===== config.mk =====
export PLATFORM = sky130hd
export DESIGN_NAME = utxsb_top
export DESIGN_NICKNAME = d
export VERILOG_FILES = /design/src/utxsb_pkg.sv /design/src/utxsb_baud_div.sv /design/src/utxsb_prescaler.sv /design/src/utxsb_top.sv
export SDC_FILE = /design/constraint.sdc
export NUM_CORES = 1
export LEC_CHECK = 0
export ABC_AREA = 1
export BUFFER_PORTS_ARGS = -buffer_cell sky130_fd_sc_hd__buf_2
export CAP_MARGIN = 20
export CORE_ASPECT_RATIO = 1.2
export CORE_MARGIN = 2
export CORE_UTILIZATION = 45
export DETAILED_ROUTE_END_ITERATION = 8
export PLACE_DENSITY = 0.71
export SLEW_MARGIN = 25
export SYNTH_ARGS = -nofsm -noshare
export SYNTH_HDL_FRONTEND = slang
export SYNTH_SLANG_ARGS = --single-unit

===== constraint.sdc =====
create_clock -name sys_clk -period 3.5 [get_ports sys_clk]
set_input_delay 0.35 -clock sys_clk [delete_from_list [all_inputs] [get_ports sys_clk]]
set_output_delay 0.35 -clock sys_clk [all_outputs]
set_load 0.1 [all_outputs]

===== src/utxsb_pkg.sv =====
package utxsb_pkg;

  // ----------------------------------------------------------------
  // Register map
  // ----------------------------------------------------------------
  localparam logic [15:0] MODE_OFFSET    = 16'hff50;
  localparam logic [15:0] TXBUF_OFFSET   = 16'hff54;
  localparam logic [15:0] STATUS_OFFSET  = 16'hff55;
  localparam logic [15:0] CLKSEL_OFFSET  = 16'hff56;
  localparam logic [15:0] DIVISOR_OFFSET = 16'hff57;

  // ----------------------------------------------------------------
  // Field positions and reset values
  // ----------------------------------------------------------------
  localparam int          POWER_BIT      = 7;
  localparam int          TXEN_BIT       = 6;
  localparam int          RXEN_BIT       = 5;
  localparam int          BUF_FULL_BIT   = 1;
  localparam int          SHIFT_BUSY_BIT = 0;
  localparam logic [7:0]  MODE_RESET     = 8'h01;
  localparam logic [7:0]  STATUS_RESET   = 8'h00;
  localparam logic [3:0]  CLKSEL_RESET   = 4'h0;
  localparam logic [7:0]  DIVISOR_RESET  = 8'hff;
  localparam logic [7:0]  UNMAPPED_READ  = 8'h00;

  // ----------------------------------------------------------------
  // Base clock selection and timing
  // ----------------------------------------------------------------
  localparam logic [3:0]  SEL_MAX_DIV    = 4'ha;
  localparam logic [3:0]  SEL_TIMER      = 4'hb;
  localparam int          PRESCALE_W     = 10;
  localparam int          FRAME_BITS     = 10;
  localparam logic [3:0]  FRAME_LAST     = 4'h9;

endpackage


===== src/utxsb_baud_div.sv =====
`timescale 1ns/1ps
module utxsb_baud_div
  import utxsb_pkg::*;
(
  input  wire logic       sys_clk,      // Peripheral clock
  input  wire logic       rst_b,        // Async reset, active low
  input  wire logic       run,          // Chain enable, powered and busy
  input  wire logic       base_tick,    // Base clock enable
  input  wire logic [7:0] divisor,      // Divisor k
  output logic            bit_tick      // One-cycle bit rate enable
);
  import utxsb_pkg::*;

  logic [7:0] cnt_q;
  logic       half_q;
  logic       wrap;

  // Compare on k-1 so refresh writes of the same value never disturb
  assign wrap = base_tick && (cnt_q >= divisor - 8'h01);

  always_ff @(posedge sys_clk or negedge rst_b) begin
    if (!rst_b) begin
      cnt_q <= 8'h00;
    end else if (!run) begin
      cnt_q <= 8'h00;
    end else if (wrap) begin
      cnt_q <= 8'h00;
    end else if (base_tick) begin
      cnt_q <= cnt_q + 8'h01;
    end
  end

  always_ff @(posedge sys_clk or negedge rst_b) begin
    if (!rst_b) begin
      half_q <= 1'b0;
    end else if (!run) begin
      half_q <= 1'b0;
    end else if (wrap) begin
      half_q <= ~half_q;
    end
  end

  assign bit_tick = wrap & half_q;

endmodule


===== src/utxsb_prescaler.sv =====
`timescale 1ns/1ps
module utxsb_prescaler
  import utxsb_pkg::*;
(
  input  wire logic       sys_clk,      // Peripheral clock
  input  wire logic       rst_b,        // Async reset, active low
  input  wire logic       run,          // Chain enable, powered and busy
  input  wire logic [3:0] sel,          // Base clock select code
  input  wire logic       timer_out,    // Internal timer output level
  output logic            base_tick     // One-cycle base clock enable
);
  import utxsb_pkg::*;

  logic [PRESCALE_W-1:0] pre_q;
  logic                  tmr_q;

  // ----------------------------------------------------------------
  // Divider chain, held at zero while not running
  // ----------------------------------------------------------------
  always_ff @(posedge sys_clk or negedge rst_b) begin
    if (!rst_b) begin
      pre_q <= '0;
    end else if (!run) begin
      pre_q <= '0;
    end else begin
      pre_q <= pre_q + 1'b1;
    end
  end

  // Timer output taken internally, no pin needed
  always_ff @(posedge sys_clk or negedge rst_b) begin
    if (!rst_b) begin
      tmr_q <= 1'b0;
    end else begin
      tmr_q <= timer_out;
    end
  end

  // Code n ticks when the low n bits are all ones
  function automatic logic div_tick(input logic [PRESCALE_W-1:0] cnt, input logic [3:0] n);
    logic [PRESCALE_W-1:0] mask;
    mask = PRESCALE_W'((11'h001 << n) - 11'h001);
    return (cnt & mask) == mask;
  endfunction

  always_comb begin
    base_tick = 1'b0;
    if (run) begin
      if (sel <= SEL_MAX_DIV) begin
        base_tick = div_tick(pre_q, sel);
      end else if (sel == SEL_TIMER) begin
        base_tick = timer_out & ~tmr_q;
      end
    end
  end

endmodule


===== src/utxsb_top.sv =====
// Function
// - Status reads zero after reset, unpowered, disabled
// - Buffer flag sets on write, clears on transfer
// - Busy flag sets on transfer, clears when idle
// - Buffered byte follows previous frame without gap
// - Select codes 0..10 divide by power of two
// - Code 11 selects timer; 12..15 prohibited
// - Same-value refresh writes never disturb operation
// - Eight-bit divisor, reset all ones, divides by k
// - Bit rate is divider output halved
// - Timer output reaches selector internally
// - Power off halts clock, resets serial circuit
// - Transmit disable synchronously resets transmitter
`timescale 1ns/1ps
module utxsb_top
  import utxsb_pkg::*;
(
  input  wire logic        sys_clk,     // Peripheral clock, 125 MHz
  input  wire logic        rst_b,       // Async reset, active low
  input  wire logic [15:0] reg_addr,    // Register address
  input  wire logic [7:0]  reg_wdata,   // Write data
  input  wire logic        reg_wr,      // Write strobe
  input  wire logic        reg_rd,      // Read strobe
  output logic      [7:0]  reg_rdata,   // Read data, cycle after strobe
  input  wire logic        timer_out,   // Eight-bit timer output level
  output logic             txd,         // Serial output, idle high
  output logic             rx_enable,   // Receive enable bit of mode reg
  output logic             tx_done      // Frame-complete pulse
);
  import utxsb_pkg::*;

  // ----------------------------------------------------------------
  // Registers
  // ----------------------------------------------------------------
  logic [7:0] mode_q;
  logic [3:0] clksel_q;
  logic [7:0] divisor_q;
  logic [7:0] tx_buf_q;
  logic [7:0] shift_q;
  logic       buf_full_q;
  logic       shift_busy_q;
  logic [3:0] bitcnt_q;
  logic       txd_q;
  logic       done_q;
  logic [7:0] rdata_q;

  logic power;
  logic tx_en;
  logic tx_run;
  logic base_tick;
  logic bit_tick;
  logic wr_mode;
  logic wr_buf;
  logic wr_clksel;
  logic wr_div;
  logic frame_end;
  logic load;
  logic chain_run;

  assign power     = mode_q[POWER_BIT];
  assign tx_en     = mode_q[TXEN_BIT];
  assign tx_run    = power & tx_en;
  // Chain restarts at every idle-to-busy step, so a start bit on select codes 0..10 is never cut short
  assign chain_run = power & shift_busy_q;
  assign wr_mode   = reg_wr && (reg_addr == MODE_OFFSET);
  assign wr_buf    = reg_wr && (reg_addr == TXBUF_OFFSET);
  assign wr_clksel = reg_wr && (reg_addr == CLKSEL_OFFSET);
  assign wr_div    = reg_wr && (reg_addr == DIVISOR_OFFSET);

  // ----------------------------------------------------------------
  // Configuration registers
  // ----------------------------------------------------------------
  always_ff @(posedge sys_clk or negedge rst_b) begin
    if (!rst_b) begin
      mode_q <= MODE_RESET;
    end else if (wr_mode) begin
      mode_q <= reg_wdata;
    end
  end

  // Written at any time; writing a new value while powered is unsafe
  always_ff @(posedge sys_clk or negedge rst_b) begin
    if (!rst_b) begin
      clksel_q <= CLKSEL_RESET;
    end else if (wr_clksel) begin
      clksel_q <= reg_wdata[3:0];
    end
  end

  always_ff @(posedge sys_clk or negedge rst_b) begin
    if (!rst_b) begin
      divisor_q <= DIVISOR_RESET;
    end else if (wr_div) begin
      divisor_q <= reg_wdata;
    end
  end

  // ----------------------------------------------------------------
  // Baud chain
  // ----------------------------------------------------------------
  utxsb_prescaler u_pre (
    .sys_clk   (sys_clk),
    .rst_b     (rst_b),
    .run       (chain_run),
    .sel       (clksel_q),
    .timer_out (timer_out),
    .base_tick (base_tick)
  );

  utxsb_baud_div u_div (
    .sys_clk   (sys_clk),
    .rst_b     (rst_b),
    .run       (chain_run),
    .base_tick (base_tick),
    .divisor   (divisor_q),
    .bit_tick  (bit_tick)
  );

  // ----------------------------------------------------------------
  // Transmitter
  // ----------------------------------------------------------------
  assign frame_end = shift_busy_q && bit_tick && (bitcnt_q == FRAME_LAST);
  // Load on idle or straight at frame end, so no idle gap
  assign load = tx_run && buf_full_q && (!shift_busy_q || frame_end);

  always_ff @(posedge sys_clk or negedge rst_b) begin
    if (!rst_b) begin
      tx_buf_q <= 8'h00;
    end else if (wr_buf) begin
      tx_buf_q <= reg_wdata;
    end
  end

  // Write while full overwrites the pending byte
  always_ff @(posedge sys_clk or negedge rst_b) begin
    if (!rst_b) begin
      buf_full_q <= 1'b0;
    end else if (!tx_run) begin
      buf_full_q <= 1'b0;
    end else if (wr_buf) begin
      buf_full_q <= 1'b1;
    end else if (load) begin
      buf_full_q <= 1'b0;
    end
  end

  always_ff @(posedge sys_clk or negedge rst_b) begin
    if (!rst_b) begin
      shift_busy_q <= 1'b0;
    end else if (!tx_run) begin
      shift_busy_q <= 1'b0;
    end else if (load) begin
      shift_busy_q <= 1'b1;
    end else if (frame_end) begin
      shift_busy_q <= 1'b0;
    end
  end

  // Frame: start, eight data bits LSB first, one stop
  always_ff @(posedge sys_clk or negedge rst_b) begin
    if (!rst_b) begin
      shift_q  <= 8'h00;
      bitcnt_q <= 4'h0;
      txd_q    <= 1'b1;
    end else if (!tx_run) begin
      bitcnt_q <= 4'h0;
      txd_q    <= 1'b1;
    end else if (load) begin
      shift_q  <= tx_buf_q;
      bitcnt_q <= 4'h0;
      txd_q    <= 1'b0;
    end else if (shift_busy_q && bit_tick && !frame_end) begin
      bitcnt_q <= bitcnt_q + 4'h1;
      txd_q    <= (bitcnt_q == 4'h8) ? 1'b1 : shift_q[0];
      shift_q  <= {1'b1, shift_q[7:1]};
    end else if (frame_end) begin
      txd_q    <= 1'b1;
    end
  end

  always_ff @(posedge sys_clk or negedge rst_b) begin
    if (!rst_b) begin
      done_q <= 1'b0;
    end else begin
      done_q <= frame_end && tx_run;
    end
  end

  // ----------------------------------------------------------------
  // Read port
  // ----------------------------------------------------------------
  always_ff @(posedge sys_clk or negedge rst_b) begin
    if (!rst_b) begin
      rdata_q <= 8'h00;
    end else if (reg_rd) begin
      case (reg_addr)
        MODE_OFFSET:    rdata_q <= mode_q;
        STATUS_OFFSET:  rdata_q <= {6'h00, buf_full_q, shift_busy_q};
        CLKSEL_OFFSET:  rdata_q <= {4'h0, clksel_q};
        DIVISOR_OFFSET: rdata_q <= divisor_q;
        default:        rdata_q <= UNMAPPED_READ;
      endcase
    end else begin
      rdata_q <= 8'h00;
    end
  end

  assign reg_rdata = rdata_q;
  assign txd       = txd_q;
  assign tx_done   = done_q;
  assign rx_enable = mode_q[RXEN_BIT];

endmodule

==> reports/qor.json <==
{
  "rrSetupSlack": {"value": 0.63, "unit": "ns"},
  "critical_r2r_capture": {"value": "shift_q[2]"},
  "initial_core_util": {"value": 45.9, "unit": "%"},
  "die_height": {"value": 106, "unit": "um"},
  "insertion_delay": {"value": 0.35, "unit": "ns"},
  "clock_tree.buffer_depth": {"value": 2},
  "route.antenna.remaining_nets": {"value": 0},
  "area.growth.synth_to_final": {"value": 14.0, "unit": "%"},
  "synth_edf_count": {"value": 0},
  "critical_path_arrival": {"value": 3.11, "unit": "ns"},
  "reg2regPathDepth": {"value": 17},
  "grt_antenna_before_repair": {"value": 0},
  "placed_cell_area": {"value": 4210, "unit": "um^2"},
  "first_pass_iters": {"value": 5},
  "cts_buffers": {"value": 9},
  "syn_area_per_cell": {"value": 8.10, "unit": "um^2"},
  "cts.repair.resized": {"value": 0},
  "min_delay_worst_type": {"value": "in2async"},
  "cts.root.buffer_cell": {"value": "clkbuf_8"},
  "setup_repair_after_global_routing_missed_its_margin": {"value": "false"},
  "drt-wirelength-per-cell": {"value": 12.8, "unit": "um"},
  "post-route-drc-count": {"value": 0},
  "final.setup_skew": {"value": 0.0117, "unit": "ns"},
  "timing.final.hold_violations": {"value": 0},
  "synthArstFlopShare": {"value": 100, "unit": "%"},
  "yosysSeqAreaShare": {"value": 46.7, "unit": "%"},
  "synth_top_flop_cell": {"value": "dfrtp_1"},
  "die_width": {"value": 88.8, "unit": "um"},
  "clock_sinks": {"value": 72},
  "regToRegStartpoint": {"value": "divisor_q[0]"},
  "clk_pin_slew": {"value": 0.08, "unit": "ns"},
  "cts.htree.levels": {"value": 3},
  "drt-vias-per-instance": {"value": 5.09},
  "layout.filler_cells": {"value": 793},
  "layout.area.seq": {"value": 1810, "unit": "um^2"},
  "multi_input_comb_area": {"value": 1810, "unit": "um^2"},
  "die_area": {"value": 9400, "unit": "um^2"},
  "ctsHoldBuffers": {"value": 0},
  "num_io_pins": {"value": 40},
  "path_class": {"value": "reg2reg"},
  "gr-usage-all-layers": {"value": 19.2, "unit": "%"},
  "fin_crit": {"value": 2.87, "unit": "ns"},
  "post_synthesis_instance_area": {"value": 3890, "unit": "um^2"},
  "vdd_drop_max": {"value": 0.000210, "unit": "V"},
  "synth_fp_nets": {"value": 524},
  "placementRows": {"value": 37},
  "final_area": {"value": 4430, "unit": "um^2"},
  "maximum_fanout_count_along_the_critical_path": {"value": 15},
  "place_congestion": {"value": 0.870},
  "status": {"value": "complete, no violations"},
  "max_clock_freq": {"value": 0.348, "unit": "GHz"},
  "design.core.area": {"value": 8470, "unit": "um^2"},
  "synth_cell_type_count": {"value": 40},
  "cellPowerDensity": {"value": 365, "unit": "nW/um^2"},
  "post_cts.repair.setup_buffers": {"value": 0},
  "final_period_utilization": {"value": 82.1, "unit": "%"},
  "power": {"value": 0.00162, "unit": "W"},
  "critPathCaptureType": {"value": "flop"},
  "cts_tree": {"value": "yes"},
  "timing.setup.tns": {"value": 0, "unit": "ns"},
  "finalMaxSlewViolations": {"value": 0},
  "final_layout_size_suffix_gt1_share": {"value": 17.1, "unit": "%"},
  "post_synth_inst_count": {"value": 480},
  "grt_first_pass_wirelength": {"value": 14.1, "unit": "mm"},
  "grt_remaining_overflow": {"value": 0},
  "dr_total_vias": {"value": 3298},
  "postSynthRegisterBits": {"value": 72},
  "startpoint": {"value": "divisor_q[0]"},
  "maxSlewHeadroom": {"value": 38.1, "unit": "%"},
  "power.leakage": {"value": 2.18, "unit": "nW"},
  "final_net_count": {"value": 570},
  "drv_cap": {"value": 0},
  "slew_worst_pin": {"value": 0.918, "unit": "ns"},
  "number_of_global_route_vias_before_repair": {"value": 3200},
  "start_kind": {"value": "flop"},
  "number_of_diodes_added_for_antenna_fixing": {"value": 0},
  "pin_count_of_the_biggest_net_entering_global_routing": {"value": 34},
  "worst_ep_required_time": {"value": 3.74, "unit": "ns"},
  "portBuffers": {"value": 39},
  "routed_wirelength": {"value": 8.31, "unit": "mm"},
  "setup_violations": {"value": 0},
  "first_iter_violations": {"value": 205},
  "hpwl_detailed": {"value": 6.40, "unit": "mm"},
  "ys.warnings.count": {"value": 0}
}
==> cells in the mapped netlist (3+ instances only) <==
cell type,number,area [um^2]
ha_1,15,188
nand2_4,4,45.0
nand4_1,9,56.3
xnor2_1,3,26.3
nor2_1,38,143
nor2_2,6,37.5
o21ai_0,35,175
clkbuf_1,4,15.0
xor2_1,7,61.3
a21oi_1,25,125
nand2_1,128,480
a221oi_1,3,26.3
inv_1,52,195
nand3_1,30,150
dfrtp_1,62,1550
dfstp_2,10,263
inv_2,5,18.8
nor3_1,18,90.1
==> registers in the layout (all words and copies together), names as in the netlist <==
signal,flops
shift_q,8
reg_rdata,8
shift_busy_q,1
u_pre.tmr_q,1
clksel_q,4
buf_full_q,1
u_div.half_q,1
mode_q,8
txd,1
tx_done,1
u_div.cnt_q,8
divisor_q,8
bitcnt_q,4
u_pre.pre_q,10
tx_buf_q,8
==> layer usage <==
metal,wire length [um],part of all wire [%],vias up,GRT usage (%)
met4,151,1.8,0,7.79
met2,4230,51,82,32.7
li1,-,-,1670,-
met5,0,0,-,0
met3,333,4.0,18,2.74
met1,3600,43,1528,24.0
==> power by group <==
group,switching (W),total [W],internal (W)
Sequential,0.000000278,0.000833,0.000832
Clock,0.000326,0.000735,0.000410
Combinational,0.0000319,0.0000473,0.0000154
==> cell usage in the layout, fill, tap and decap left out, types with 9 or more instances in the layout <==
cell	Yosys	routed
buf_2	0	39
nor2_1	38	38
nand3_1	30	30
nand2_1	128	128
a21oi_1	25	25
dfrtp_1	62	62
nand4_1	9	9
clkbuf_8	0	9
ha_1	15	15
nor3_1	18	18
o21ai_0	35	35
inv_1	52	52
dfstp_2	10	10
==> cell type report <==
type                            count  area share [%]
Clock buffer                        9            2.80
Clock inverter                      7            2.32
Inverter                           59            5.00
Multi-Input combinational cell    343            40.9
Sequential cell                    72            40.9
Tap cell                          117            3.30
Timing Repair Buffer               41            4.74
==> stage by stage <==
step	hold slack [ns]	setup slack, ns	utilization, %	instances
after floorplan	0.0544	0.902	-	480
after global placement	0.429	0.745	49.6	632
after detailed placement	0.430	0.647	49.6	632
after CTS	0.0502	0.613	52.3	648
after global routing	0.0953	0.369	52.3	648
final	0.0465	0.626	52.3	648
==> worst max-delay path, stage by stage (launching register included) <==
cell and delay, ns:
dfstp_2 0.54, inv_1 0.08, ha_1 0.23, nand2_1 0.10, nor3_1 0.06, xnor2_1 0.13
ha_1 0.28, nand2_1 0.06, nor2_1 0.14, nand4_1 0.10, o2111ai_1 0.22, nand4_4 0.17
nand2_4 0.15, nand2_4 0.14, nand2_2 0.14, nand2_4 0.09, nand2_1 0.07, nand2_1 0.05
==> logic make-up after synthesis <==
kind of cell	share of synthesized area [%]
xor+xnor	2.25
simple gates	28.2
compound gates	11.1
flops	46.7
buf+inv	6.66
mux	0.258
fa+ha+maj	4.83
==> worst max path at each step <==
| stage | to | cells after the start |
|---|---|---|
| global route | shift_q[6] | 17 |
| detailed placement | shift_q[3] | 17 |
| floorplan | shift_q[3] | 18 |
| CTS | shift_q[1] | 17 |
| finish | shift_q[2] | 17 |
| global placement | shift_q[0] | 17 |
Power figures use the tool's default switching activity.
